===== config.mk =====
export PLATFORM = sky130hd
export DESIGN_NAME = wec_top
export DESIGN_NICKNAME = d
export VERILOG_FILES = /design/src/verilog/wec_pkg.sv /design/src/verilog/wec_run_ctrl.sv /design/src/verilog/wec_top.sv
export SDC_FILE = /design/constraint.sdc
export NUM_CORES = 1
export LEC_CHECK = 0
export BUFFER_PORTS_ARGS = -buffer_cell sky130_fd_sc_hd__buf_4
export CORE_MARGIN = 2
export CORE_UTILIZATION = 51
export CTS_CLUSTER_SIZE = 40
export DETAILED_ROUTE_END_ITERATION = 7
export PLACE_DENSITY_LB_ADDON = 0.2
export SYNTH_ARGS = -nofsm -noshare
export SYNTH_HDL_FRONTEND = slang
export SYNTH_SLANG_ARGS = --single-unit

===== constraint.sdc =====
create_clock -name mclk -period 2.7 [get_ports mclk]
set_clock_uncertainty 0.1 [all_clocks]
set_input_delay 0 -clock mclk [delete_from_list [all_inputs] [get_ports mclk]]
set_output_delay 0 -clock mclk [all_outputs]
set_load 0.03 [all_outputs]

===== src/verilog/wec_pkg.sv =====
/*
 * Constants, field layout and status encoding of the engine program control and
 * status register bank.
 * Assumes a single 40 MHz system clock and an AXI4-Lite master with 32-bit data.
 */
package wec_pkg;

  // ==========================================================================
  // Register map.
  localparam logic [31:0] WEC_ADDR_CTRL_STAT = 32'hE0014118;
  localparam logic [31:0] WEC_ADDR_RUN_CFG = 32'hE0014200;
  localparam logic [31:0] WEC_ADDR_IRQ_STAT = 32'hE0014204;
  localparam logic [31:0] WEC_ADDR_IRQ_MASK = 32'hE0014208;
  localparam logic [31:0] WEC_RESET_VALUE = 32'h00000000;

  // ==========================================================================
  // Control and status fields.
  localparam int WEC_CUR_STATE_LSB = 24;
  localparam int WEC_ALPHA_INIT_LSB = 16;
  localparam int WEC_SW_INPUT_BIT = 11;
  localparam int WEC_STATUS_LSB = 8;
  localparam int WEC_STATUS_W = 3;
  localparam int WEC_PAUSE_BIT = 1;
  localparam int WEC_VALID_BIT = 0;
  localparam int WEC_SW_INPUT_INDEX = 30;
  localparam int WEC_STATE_W = 8;
  localparam int WEC_EARLY_W = 8;

  // Run configuration fields.
  localparam int WEC_SWREQ_BIT = 0;
  localparam int WEC_DONE_EN_BIT = 1;
  localparam int WEC_DONE_STATE_LSB = 24;

  // Interrupt bits.
  localparam int WEC_IRQ_DONE = 0;
  localparam int WEC_IRQ_SWITCHED = 1;
  localparam int WEC_IRQ_ERROR = 2;
  localparam int WEC_IRQ_W = 3;

  localparam logic [1:0] WEC_RESP_OKAY = 2'h0;
  localparam logic [1:0] WEC_RESP_SLVERR = 2'h2;

  typedef enum logic [2:0] {
    WEC_ST_NOT_VALID,
    WEC_ST_UNUSED,
    WEC_ST_ARMED,
    WEC_ST_RUNNING,
    WEC_ST_DONE,
    WEC_ST_PAUSED,
    WEC_ST_SWITCHING,
    WEC_ST_ERROR
  } wec_stat_e;

endpackage : wec_pkg


===== src/verilog/wec_run_ctrl.sv =====
/*
 * Run controller of the waveform engine: status code state machine with pause
 * context.
 * Assumes all inputs come from logic on the same clock.
 */
`timescale 1ns/1ps
module wec_run_ctrl
  import wec_pkg::*;
(
  input wire logic mclk, // System clock.
  input wire logic reset_n, // Asynchronous reset, active low.
  input wire logic valid, // Program valid bit.
  input wire logic pause, // Pause bit.
  input wire logic switch_req, // Pending switch request.
  input wire logic done_hit, // Completion state reached with checking on.
  input wire logic switch_done, // Engine finished a program switch.
  input wire logic engine_error, // Engine reports an error.
  output wec_pkg::wec_stat_e status, // Present status code.
  output logic start_pulse, // First start this cycle.
  output logic switch_clear, // Switch request completes this cycle.
  output logic done_event, // Completion reached this cycle.
  output logic error_event // Error entered this cycle.
);
  import wec_pkg::*;

  wec_stat_e st_q, st_d, ctx_q, ctx_d;

  assign status = st_q;

  always_comb begin
    st_d = st_q;
    ctx_d = ctx_q;
    start_pulse = 1'b0;
    switch_clear = 1'b0;
    done_event = 1'b0;
    error_event = 1'b0;
    if (!valid) begin
      st_d = WEC_ST_NOT_VALID;
    end else begin
      case (st_q)
        WEC_ST_NOT_VALID: st_d = WEC_ST_ARMED;
        WEC_ST_ARMED: begin
          if (switch_req) begin
            st_d = WEC_ST_RUNNING;
            start_pulse = 1'b1;
            switch_clear = 1'b1;
          end
        end
        WEC_ST_RUNNING, WEC_ST_DONE, WEC_ST_SWITCHING: begin
          if (engine_error) begin
            st_d = WEC_ST_ERROR;
            error_event = 1'b1;
          end else if (pause) begin
            st_d = WEC_ST_PAUSED;
            ctx_d = st_q;
          end else if (st_q == WEC_ST_SWITCHING) begin
            if (switch_done) begin
              st_d = WEC_ST_RUNNING;
              switch_clear = 1'b1;
            end
          end else if (switch_req) begin
            st_d = WEC_ST_SWITCHING;
          end else if (st_q == WEC_ST_RUNNING && done_hit) begin
            st_d = WEC_ST_DONE;
            done_event = 1'b1;
          end
        end
        WEC_ST_PAUSED: begin
          if (engine_error) begin
            st_d = WEC_ST_ERROR;
            error_event = 1'b1;
          end else if (!pause) begin
            st_d = ctx_q;
          end
        end
        WEC_ST_ERROR: st_d = WEC_ST_ERROR;
        default: st_d = WEC_ST_NOT_VALID;
      endcase
    end
  end

  always_ff @(posedge mclk or negedge reset_n) begin
    if (!reset_n) begin
      st_q <= WEC_ST_NOT_VALID;
      ctx_q <= WEC_ST_RUNNING;
    end else begin
      st_q <= st_d;
      ctx_q <= ctx_d;
    end
  end

endmodule : wec_run_ctrl


===== src/verilog/wec_top.sv =====
/*
 * Engine program control and status register bank with AXI4-Lite slave,
 * early-output register, completion signal and interrupt.
 * Assumes the state machine datapath runs on mclk and holds its state while
 * run_enable is low.
 */
// The AXI4-Lite interface to the registers is this design's own decision.
`timescale 1ns/1ps
module wec_top
  import wec_pkg::*;
(
  input wire logic mclk, // System clock, 40 MHz.
  input wire logic reset_n, // Asynchronous reset, active low.
  input wire logic [31:0] s_axi_awaddr, // Write address.
  input wire logic s_axi_awvalid, // Write address valid.
  output logic s_axi_awready, // Write address ready.
  input wire logic [31:0] s_axi_wdata, // Write data.
  input wire logic [3:0] s_axi_wstrb, // Write byte strobes.
  input wire logic s_axi_wvalid, // Write data valid.
  output logic s_axi_wready, // Write data ready.
  output logic [1:0] s_axi_bresp, // Write response.
  output logic s_axi_bvalid, // Write response valid.
  input wire logic s_axi_bready, // Write response ready.
  input wire logic [31:0] s_axi_araddr, // Read address.
  input wire logic s_axi_arvalid, // Read address valid.
  output logic s_axi_arready, // Read address ready.
  output logic [31:0] s_axi_rdata, // Read data.
  output logic [1:0] s_axi_rresp, // Read response.
  output logic s_axi_rvalid, // Read data valid.
  input wire logic s_axi_rready, // Read data ready.
  input wire logic [wec_pkg::WEC_STATE_W-1:0] present_state, // Engine present state.
  input wire logic [wec_pkg::WEC_EARLY_W-1:0] early_next, // Early outputs from engine.
  input wire logic early_we, // Engine updates early outputs.
  input wire logic switch_done, // Engine finished a switch.
  input wire logic engine_error, // Engine error.
  output logic run_enable, // Engine may advance.
  output logic outputs_default, // Engine outputs held at defaults.
  output logic [wec_pkg::WEC_EARLY_W-1:0] early_out, // Early outputs.
  output logic sw_lambda, // Software input to engine input 30.
  output logic completion_signal, // Completion state reached.
  output logic irq // Interrupt, level.
);
  import wec_pkg::*;

  // ==========================================================================
  // Bus slave.
  logic aw_full_q, aw_full_d, w_full_q, w_full_d;
  logic [31:0] awaddr_q, awaddr_d, wdata_q, wdata_d;
  logic [3:0] wstrb_q, wstrb_d;
  logic awready_q, awready_d, wready_q, wready_d;
  logic bvalid_q, bvalid_d, arready_q, arready_d, rvalid_q, rvalid_d;
  logic [1:0] bresp_q, bresp_d, rresp_q, rresp_d;
  logic [31:0] rdata_q, rdata_d;
  logic wr_go, rd_go;
  logic [31:0] wr_val;

  // Control registers.
  logic [WEC_EARLY_W-1:0] alpha_init_q, alpha_init_d;
  logic lambda_q, lambda_d, pause_q, pause_d, valid_q, valid_d;
  logic swreq_q, swreq_d, done_en_q, done_en_d;
  logic [WEC_STATE_W-1:0] done_state_q, done_state_d;
  logic [WEC_IRQ_W-1:0] irq_stat_q, irq_stat_d, irq_mask_q, irq_mask_d, irq_set;

  // Outputs.
  logic run_q, run_d, dflt_q, dflt_d, compl_q, compl_d, irq_q, irq_d;
  logic [WEC_EARLY_W-1:0] early_q, early_d;

  wec_stat_e status;
  logic start_pulse, switch_clear, done_event, error_event, done_hit, started;

  assign s_axi_awready = awready_q;
  assign s_axi_wready = wready_q;
  assign s_axi_bvalid = bvalid_q;
  assign s_axi_bresp = bresp_q;
  assign s_axi_arready = arready_q;
  assign s_axi_rvalid = rvalid_q;
  assign s_axi_rresp = rresp_q;
  assign s_axi_rdata = rdata_q;
  assign run_enable = run_q;
  assign outputs_default = dflt_q;
  assign early_out = early_q;
  assign sw_lambda = lambda_q;
  assign completion_signal = compl_q;
  assign irq = irq_q;

  // Merges the written bytes into the old register value.
  function automatic logic [31:0] merge(input logic [31:0] old_v, input logic [31:0] new_v,
                                        input logic [3:0] strb);
    logic [31:0] res;
    res = old_v;
    for (int b = 0; b < 4; b++) begin
      if (strb[b]) begin
        res[b*8 +: 8] = new_v[b*8 +: 8];
      end
    end
    return res;
  endfunction : merge

  assign wr_go = aw_full_q && w_full_q && !bvalid_q;
  assign rd_go = s_axi_arvalid && arready_q;

  always_comb begin
    aw_full_d = aw_full_q;
    awaddr_d = awaddr_q;
    w_full_d = w_full_q;
    wdata_d = wdata_q;
    wstrb_d = wstrb_q;
    bvalid_d = bvalid_q;
    bresp_d = bresp_q;
    rvalid_d = rvalid_q;
    rresp_d = rresp_q;
    rdata_d = rdata_q;
    if (s_axi_awvalid && awready_q) begin
      aw_full_d = 1'b1;
      awaddr_d = s_axi_awaddr;
    end
    if (s_axi_wvalid && wready_q) begin
      w_full_d = 1'b1;
      wdata_d = s_axi_wdata;
      wstrb_d = s_axi_wstrb;
    end
    if (wr_go) begin
      aw_full_d = 1'b0;
      w_full_d = 1'b0;
      bvalid_d = 1'b1;
      bresp_d = (awaddr_q == WEC_ADDR_CTRL_STAT || awaddr_q == WEC_ADDR_RUN_CFG ||
                 awaddr_q == WEC_ADDR_IRQ_STAT || awaddr_q == WEC_ADDR_IRQ_MASK) ?
                WEC_RESP_OKAY : WEC_RESP_SLVERR;
    end else if (bvalid_q && s_axi_bready) begin
      bvalid_d = 1'b0;
    end
    if (rd_go) begin
      rvalid_d = 1'b1;
      rresp_d = WEC_RESP_OKAY;
      rdata_d = WEC_RESET_VALUE;
      case (s_axi_araddr)
        WEC_ADDR_CTRL_STAT: begin
          rdata_d[WEC_CUR_STATE_LSB +: WEC_STATE_W] = present_state;
          rdata_d[WEC_ALPHA_INIT_LSB +: WEC_EARLY_W] = alpha_init_q;
          rdata_d[WEC_SW_INPUT_BIT] = lambda_q;
          rdata_d[WEC_STATUS_LSB +: WEC_STATUS_W] = status;
          rdata_d[WEC_PAUSE_BIT] = pause_q;
          rdata_d[WEC_VALID_BIT] = valid_q;
        end
        WEC_ADDR_RUN_CFG: begin
          rdata_d[WEC_DONE_STATE_LSB +: WEC_STATE_W] = done_state_q;
          rdata_d[WEC_DONE_EN_BIT] = done_en_q;
          rdata_d[WEC_SWREQ_BIT] = swreq_q;
        end
        WEC_ADDR_IRQ_STAT: rdata_d[WEC_IRQ_W-1:0] = irq_stat_q;
        WEC_ADDR_IRQ_MASK: rdata_d[WEC_IRQ_W-1:0] = irq_mask_q;
        default: rresp_d = WEC_RESP_SLVERR;
      endcase
    end else if (rvalid_q && s_axi_rready) begin
      rvalid_d = 1'b0;
    end
    awready_d = !aw_full_d && !bvalid_d;
    wready_d = !w_full_d && !bvalid_d;
    arready_d = !rvalid_d;
  end

  always_ff @(posedge mclk or negedge reset_n) begin
    if (!reset_n) begin
      aw_full_q <= 1'b0;
      awaddr_q <= WEC_RESET_VALUE;
      w_full_q <= 1'b0;
      wdata_q <= WEC_RESET_VALUE;
      wstrb_q <= 4'h0;
      awready_q <= 1'b0;
      wready_q <= 1'b0;
      bvalid_q <= 1'b0;
      bresp_q <= WEC_RESP_OKAY;
      arready_q <= 1'b0;
      rvalid_q <= 1'b0;
      rresp_q <= WEC_RESP_OKAY;
      rdata_q <= WEC_RESET_VALUE;
    end else begin
      aw_full_q <= aw_full_d;
      awaddr_q <= awaddr_d;
      w_full_q <= w_full_d;
      wdata_q <= wdata_d;
      wstrb_q <= wstrb_d;
      awready_q <= awready_d;
      wready_q <= wready_d;
      bvalid_q <= bvalid_d;
      bresp_q <= bresp_d;
      arready_q <= arready_d;
      rvalid_q <= rvalid_d;
      rresp_q <= rresp_d;
      rdata_q <= rdata_d;
    end
  end

  // ==========================================================================
  // Control registers.
  always_comb begin
    alpha_init_d = alpha_init_q;
    lambda_d = lambda_q;
    pause_d = pause_q;
    valid_d = valid_q;
    done_en_d = done_en_q;
    done_state_d = done_state_q;
    irq_mask_d = irq_mask_q;
    swreq_d = swreq_q;
    irq_stat_d = irq_stat_q;
    wr_val = WEC_RESET_VALUE;
    if (switch_clear) begin
      swreq_d = 1'b0;
    end
    if (wr_go && awaddr_q == WEC_ADDR_CTRL_STAT) begin
      wr_val = merge({alpha_init_q, alpha_init_q, alpha_init_q, alpha_init_q},
                     wdata_q, wstrb_q);
      alpha_init_d = wr_val[WEC_ALPHA_INIT_LSB +: WEC_EARLY_W];
      wr_val = merge({20'h00000, lambda_q, 9'h000, pause_q, valid_q}, wdata_q, wstrb_q);
      lambda_d = wr_val[WEC_SW_INPUT_BIT];
      pause_d = wr_val[WEC_PAUSE_BIT];
      valid_d = wr_val[WEC_VALID_BIT];
    end
    if (wr_go && awaddr_q == WEC_ADDR_RUN_CFG) begin
      wr_val = merge({done_state_q, 22'h000000, done_en_q, swreq_q}, wdata_q, wstrb_q);
      done_state_d = wr_val[WEC_DONE_STATE_LSB +: WEC_STATE_W];
      done_en_d = wr_val[WEC_DONE_EN_BIT];
      // A fresh request written now outranks the hardware clear.
      swreq_d = wr_val[WEC_SWREQ_BIT] | swreq_d & ~switch_clear;
    end
    if (wr_go && awaddr_q == WEC_ADDR_IRQ_MASK && wstrb_q[0]) begin
      irq_mask_d = wdata_q[WEC_IRQ_W-1:0];
    end
    if (wr_go && awaddr_q == WEC_ADDR_IRQ_STAT && wstrb_q[0]) begin
      irq_stat_d = irq_stat_q & ~wdata_q[WEC_IRQ_W-1:0];
    end
    // New events win over a clear in the same cycle.
    irq_stat_d = irq_stat_d | irq_set;
  end

  always_ff @(posedge mclk or negedge reset_n) begin
    if (!reset_n) begin
      alpha_init_q <= '0;
      lambda_q <= 1'b0;
      pause_q <= 1'b0;
      valid_q <= 1'b0;
      swreq_q <= 1'b0;
      done_en_q <= 1'b0;
      done_state_q <= '0;
      irq_stat_q <= '0;
      irq_mask_q <= '0;
    end else begin
      alpha_init_q <= alpha_init_d;
      lambda_q <= lambda_d;
      pause_q <= pause_d;
      valid_q <= valid_d;
      swreq_q <= swreq_d;
      done_en_q <= done_en_d;
      done_state_q <= done_state_d;
      irq_stat_q <= irq_stat_d;
      irq_mask_q <= irq_mask_d;
    end
  end

  // ==========================================================================
  // Run control and engine-facing outputs.
  assign started = status == WEC_ST_RUNNING || status == WEC_ST_DONE ||
                   status == WEC_ST_SWITCHING || status == WEC_ST_PAUSED;
  assign done_hit = done_en_q && present_state == done_state_q;

  wec_run_ctrl u_run (
    .mclk(mclk),
    .reset_n(reset_n),
    .valid(valid_q),
    .pause(pause_q),
    .switch_req(swreq_q),
    .done_hit(done_hit),
    .switch_done(switch_done),
    .engine_error(engine_error),
    .status(status),
    .start_pulse(start_pulse),
    .switch_clear(switch_clear),
    .done_event(done_event),
    .error_event(error_event)
  );

  always_comb begin
    irq_set = '0;
    irq_set[WEC_IRQ_DONE] = done_event;
    irq_set[WEC_IRQ_SWITCHED] = switch_clear && status == WEC_ST_SWITCHING;
    irq_set[WEC_IRQ_ERROR] = error_event;
    run_d = status == WEC_ST_RUNNING || status == WEC_ST_DONE || status == WEC_ST_SWITCHING;
    dflt_d = !valid_q;
    compl_d = done_hit && started;
    irq_d = |(irq_stat_q & irq_mask_q);
    early_d = early_q;
    if (!valid_q) begin
      early_d = '0;
    end else if (start_pulse) begin
      early_d = alpha_init_q;
    end else if (early_we && run_q) begin
      early_d = early_next;
    end
  end

  always_ff @(posedge mclk or negedge reset_n) begin
    if (!reset_n) begin
      run_q <= 1'b0;
      dflt_q <= 1'b1;
      compl_q <= 1'b0;
      irq_q <= 1'b0;
      early_q <= '0;
    end else begin
      run_q <= run_d;
      dflt_q <= dflt_d;
      compl_q <= compl_d;
      irq_q <= irq_d;
      early_q <= early_d;
    end
  end

  // ==========================================================================
  // Checks.
  wec_stat_e last_active_q;

  always_ff @(posedge mclk or negedge reset_n) begin
    if (!reset_n) begin
      last_active_q <= WEC_ST_NOT_VALID;
    end else if (status != WEC_ST_PAUSED) begin
      last_active_q <= status;
    end
  end
endmodule : wec_top


== After elaboration in Yosys (flattened, before gate mapping) ==
Cells that the tools add are included.

* Bitwise operators: 8
* Equal/unequal tests: 20
* Muxes and demuxes: 53
* Reductions and logical operators: 44

{| class="wikitable"
|+ Operator list
! cell !! number
|-
| 32-bit equality test (second input constant) || 8
|-
| 3-bit 2-to-1 mux || 11
|-
| 8-bit 2-to-1 mux || 4
|-
| 1-bit 2-to-1 mux || 28
|-
| 1-bit logical AND || 20
|-
| 8-bit case mux with 2 select lines || 1
|-
| 3-bit case mux with 5 select lines || 1
|-
| 3-bit equality test (second input constant) || 4
|-
| 2-bit AND reduction || 5
|-
| 8-bit equality test || 1
|-
| 2-bit 2-to-1 mux || 4
|-
| 2-bit case mux with 4 select lines || 1
|-
| 4-bit OR reduction || 2
|-
| 7-bit by 6-bit != test with 1-bit output (second input constant) || 1
|-
| 3-bit AND || 2
|-
| 3-bit by 2-bit equality test with 1-bit output (second input constant) || 2
|-
| 1-bit zero test || 6
|-
| 1-bit logical OR || 6
|-
| 6-bit != test (second input constant) || 1
|-
| 3-bit AND reduction || 2
|-
| 3-bit OR reduction || 2
|-
| 4-bit 2-to-1 mux || 1
|-
| 1-bit case mux with 2 select lines || 2
|-
| 3-bit zero test || 1
|-
| other kinds (8) || 9
|}

* Word-level logic and storage cells: 154
* Register bits after elaboration: 147
* Output and inout port bits: 54
* Bits of input ports: 126

== Depth between registers and ports, before layout ==
* Depth in word-level cells: 11
* Depth in mapped cells: 6

== By module ==
From an unflattened synthesis, not the netlist that was laid out.

* Cells, all modules: 462
* Area total of the unflattened synthesis: 5950.7 µm²

{| class="wikitable"
|+ By module, submodules not included
! module !! area each (µm²) !! times used !! cells each
|-
| wec_top || 5444.0 || 1 || 401
|-
| wec_run_ctrl || 506.7 || 1 || 61
|}

== Worst setup path before layout ==
Ideal clock, no wire load.

* Path kind: register to register
* Start: register bvalid_q, in the netlist s_axi_bvalid
* End: register irq_mask_q[0]
* Buffers on the path: 0
* Data arrival time: 1.789 ns
* Setup time: 0.125 ns
* Data required time: 2.475 ns
* Clock period less this slack: 2.013 ns
* Path slack: 0.687 ns
* Stages on the path, launching flop included: 5
* Cells stage by stage: dfrtp_1 -> or2_2 -> nor4_4 -> nand3_1 -> mux2_2

* Word-level cells in the longest chain between the ends: 4

{| class="wikitable"
|+ Ends and longest elaborated chain
! element !! line !! text
|-
| start, declared || wec_top.sv:51 || <nowiki>logic bvalid_q, bvalid_d, arready_q, arready_d, rvalid_q, rvalid_d;</nowiki>
|-
| start signal, assigned || wec_top.sv:185 || <nowiki>bvalid_q <= bvalid_d;</nowiki>
|-
| 1-bit zero test || wec_top.sv:99 || <nowiki>assign wr_go = aw_full_q && w_full_q && !bvalid_q;</nowiki>
|-
| 1-bit logical AND || wec_top.sv:99 ||
|-
| 1-bit logical AND (2 in a row) || wec_top.sv:226 || <nowiki>if (wr_go && awaddr_q == WEC_ADDR_IRQ_MASK && wstrb_q[0]) begin</nowiki>
|-
| end signal, assigned || wec_top.sv:256 || <nowiki>irq_mask_q <= irq_mask_d;</nowiki>
|-
| end, declared || wec_top.sv:62 || <nowiki>logic [WEC_IRQ_W-1:0] irq_stat_q, irq_stat_d, irq_mask_q, irq_mask_d, irq_set;</nowiki>
|}

No other way between the ends.
A chain may end at the register's enable or synchronous reset.

== Worst setup path after layout ==
* Start: register awaddr_q[21]
* End: register done_state_q[2]

* Word-level cells in the longest chain between the ends: 3

{| class="wikitable"
|+ Ends and longest elaborated chain
! element !! line !! text
|-
| start, declared || wec_top.sv:48 || <nowiki>logic [31:0] awaddr_q, awaddr_d, wdata_q, wdata_d;</nowiki>
|-
| start signal, assigned || wec_top.sv:179 || <nowiki>awaddr_q <= awaddr_d;</nowiki>
|-
| 32-bit equality test || wec_top.sv:219 || <nowiki>if (wr_go && awaddr_q == WEC_ADDR_RUN_CFG) begin</nowiki>
|-
| 1-bit logical AND || wec_top.sv:219 ||
|-
| 2-bit AND reduction (no source line) || -- ||
|-
| end signal, assigned || wec_top.sv:254 || <nowiki>done_state_q <= done_state_d;</nowiki>
|-
| end, declared || wec_top.sv:61 || <nowiki>logic [WEC_STATE_W-1:0] done_state_q, done_state_d;</nowiki>
|}

No other way between the ends.

==> results.md <==
- Run status: completed
- Htree depth: 4
- Max VDD drop: 605.6 uV
- Buf/Inv on CP: 0
- Clock buffer depth: 2
- R2r setup slk: 330 ps
- Gate Count Post-Synth: 443
- Layout fillers: 676
- N_diodes: 0
- Via-to-Cell Ratio: 5.456
- Post-synth top area share: 0.5650
- Critical path type: reg2reg
- Clock sinks: 133
- Overall Global Routing Usage: 0.2563
- Final hold vios: 0
- DRT Wirelength: 14800 um
- Mapped cell area: 5758 um2
- ANT nets after route: 0
- CP endpoint kind: flop
- Avg WL per Cell: 17.58 um
- Register area: 3332 um2
- Arrival time worst endpoint: 2560 ps
- Power Density: 755.1 nW/um2
- Worst EP required: 2890 ps
- RSZ-0062 raised after global routing: no
- Layout Area Growth over Synthesis: 48.13%
- DP Area: 7049 um2
- Setup crit start: awaddr_q[21]
- Worst r2r path cells: 5
- Cell depth of the worst setup path: 5
- Top FF cell, synth: dfrtp_1
- DP HPWL: 9276 um
- Clk root buf: clkbuf_16
- YS warnings: 0
- Synth Area per Inst: 13.00 um2
- Synth top cells by count: 130 x dfrtp_1, 84 x mux2_2, 20 x nor2_1
- DRC Markers: 0
- Share of cells above drive strength 1: 0.4074
- Number of I/O pins: 180
- Nets@finish: 815
- Starting Density: 0.5265
- Num CTS Buffers: 17
- Std-Cell Rows: 38
- IO buf count: 156
- Relative slew slack: 0.4134
- Worst-Skew Late Latency: 410 ps
- Seq/Total Area, Yosys: 0.5787
- Multi-input gate area: 2300 um2
- Largest net degree at the start of global routing: 78
- Critical R2R Capture: done_state_q[2]
- DRT Pass-1 Iters: 4
- Crit path cell chain: nor4_1 -> nand4_1 -> nor4_4 -> nand3_4 -> mux2_2
- Hold crit path type: in2async
- Vias in the first global route: 4868
- Synth Register Bits: 133
- FF-to-FF Start: awaddr_q[21]
- Max incr delay on CP: 570 ps
- CTS tree: done
- Tcrit/Tclk final: 0.8773
- Grt total ovfl: 0
- Core area: 10940 um2
- Initial antenna violation count: 0
- Largest area contributor in the netlist: dfrtp_1
- Post-synth cell types: 45
- Post-route cell area: 8529 um2
- Die Wd: 110.3 um
- Total Die Area: 12160 um2
- Worst Setup EP: done_state_q[2]
- Top area cells in the synthesized netlist: dfrtp_1 56%, mux2_2 16%, a22o_1 2.3%
- Setup crit start kind: flop
- EDFF count, synth: 0
- Top-count cell post-synth: dfrtp_1
- Setup TNS: 0 ps
- CTS clock-pin slew for the worst setup and hold paths: 60 ps
- Worst Max-Slew Pin Slew: 877.8 ps
- Drt initial violations: 173
- Die H: 110.3 um
- Vias: 4594
- Leak Pwr: 4.095 nW
- GPL Wtd Cong: 0.8137
- First-pass GRT wire length: 23580 um
- Max Clk Rate: 422.2 MHz
- Critical path's slowest cell: nor4_4
- Post-synth ARST share: 1.000
- Crit path time final: 2369 ps
- CP Max Fanout: 8
- Top Family by Delay on Critical Path: simple AND/OR/NAND/NOR gates
- Reported max-cap violation count: 0
- Fin. max-slew vios: 0
- Final setup viols: 0
power breakdown:
part	leakage, nW	switching (mW)	total, mW	internal [mW]
sequential	1.70	0.314	2.78	2.47
combinational	2.10	0.495	1.21	0.717
clock	0.299	0.851	2.45	1.59
flip-flops by register name, indices dropped and copies added, names as in the netlist, 4 cells and up:
signal and count:
alpha_init_q 8, awaddr_q 32, done_state_q 8, early_out 8
s_axi_rdata 23, wdata_q 20, wstrb_q 4
cell type report:
type                            count  share of cell area
Sequential cell                   133              0.3906
Multi-Input combinational cell    286              0.2696
Timing Repair Buffer              245              0.2422
Clock buffer                       20             0.05354
Clock inverter                     12             0.02083
Tap cell                          140             0.02054
Inverter                            6            0.002640
routing by layer:
layer	GRT usage	wire, um	vias to the layer above
li1	-	-	2107
met3	0.05879	667	25
met5	0	0	-
met4	0.1000	291	0
met1	0.2967	5657	2322
met2	0.4601	8184	140
kinds of logic (layout without fill, tap and decap cells):
logic type             Yosys count  in the layout  synth area share
AO/OA/AOI/OAI                   60             60           0.08171
AND/OR/NAND/NOR                111            111            0.1126
buffers and inverters           34            283           0.02933
flip-flops                     133            133            0.5787
multiplexers                    95             95            0.1834
XOR/XNOR                         9              9           0.01369
other                            1             11         0.0006513
worst min path at each step:
| stage | start | to | slack (ps) | cells after the start |
|---|---|---|---|---|
| 2_1_floorplan | reset_n | alpha_init_q[0] | -400 | 0 |
| 3_3_place_gp | reset_n | early_out[7] | -40 | 1 |
| 3_5_place_dp | reset_n | early_out[6] | -30 | 1 |
| 4_1_cts | s_axi_araddr[24] | s_axi_rdata[1] | 100 | 6 |
| 5_1_grt | reset_n | early_out[6] | 140 | 2 |
| 6_report | reset_n | early_out[6] | 90 | 2 |
what timing repair did:
item / CTS / global route
endpoints found under the setup margin: 0 / 7
hold buffers: 84 / 0
buffers inserted: 0 / 0
endpoints found under the hold margin: 162 / 0
resized for setup: 0 / 1
metrics by stage:
step             util  hold WS, ps  std cells  total power, mW  setup slack [ps]
2_1_floorplan       -       -395.6        453            3.491             686.5
3_3_place_gp   0.6446       -36.18        726            3.817             331.7
3_5_place_dp   0.6446       -29.11        726            3.887             283.7
6_report       0.7800        89.95        842            6.441             331.3
4_1_cts        0.7795        100.4        842            6.433             253.3
5_1_grt        0.7800        139.6        842            6.733             200.0
worst reg2reg max path: cells and delay by family, from the launching register on:
family           cells  cell delay, ps
multiplexers         1             340
AND/OR/NAND/NOR      4            1430
flip-flops           1             380
layout by cell type, fill, tap and decap left out, drive strengths merged, types with 3 or more instances in the layout:
cell type	n
a211oi	8
a21oi	8
a221o	10
a22o	15
and2	3
and3	8
buf	161
bufinv	4
clkbuf	20
clkinv	3
clkinvlp	4
conb	11
dfrtp	130
dfstp	3
dlygate4sd3	84
inv	7
mux2	84
mux2i	11
nand2	18
nand3	5
nand4	10
nand4b	3
nor2	20
nor2b	11
nor3	10
nor4	8
nor4b	5
o21ai	7
or2	3
xnor2	8
Power figures use the tool's default switching activity.
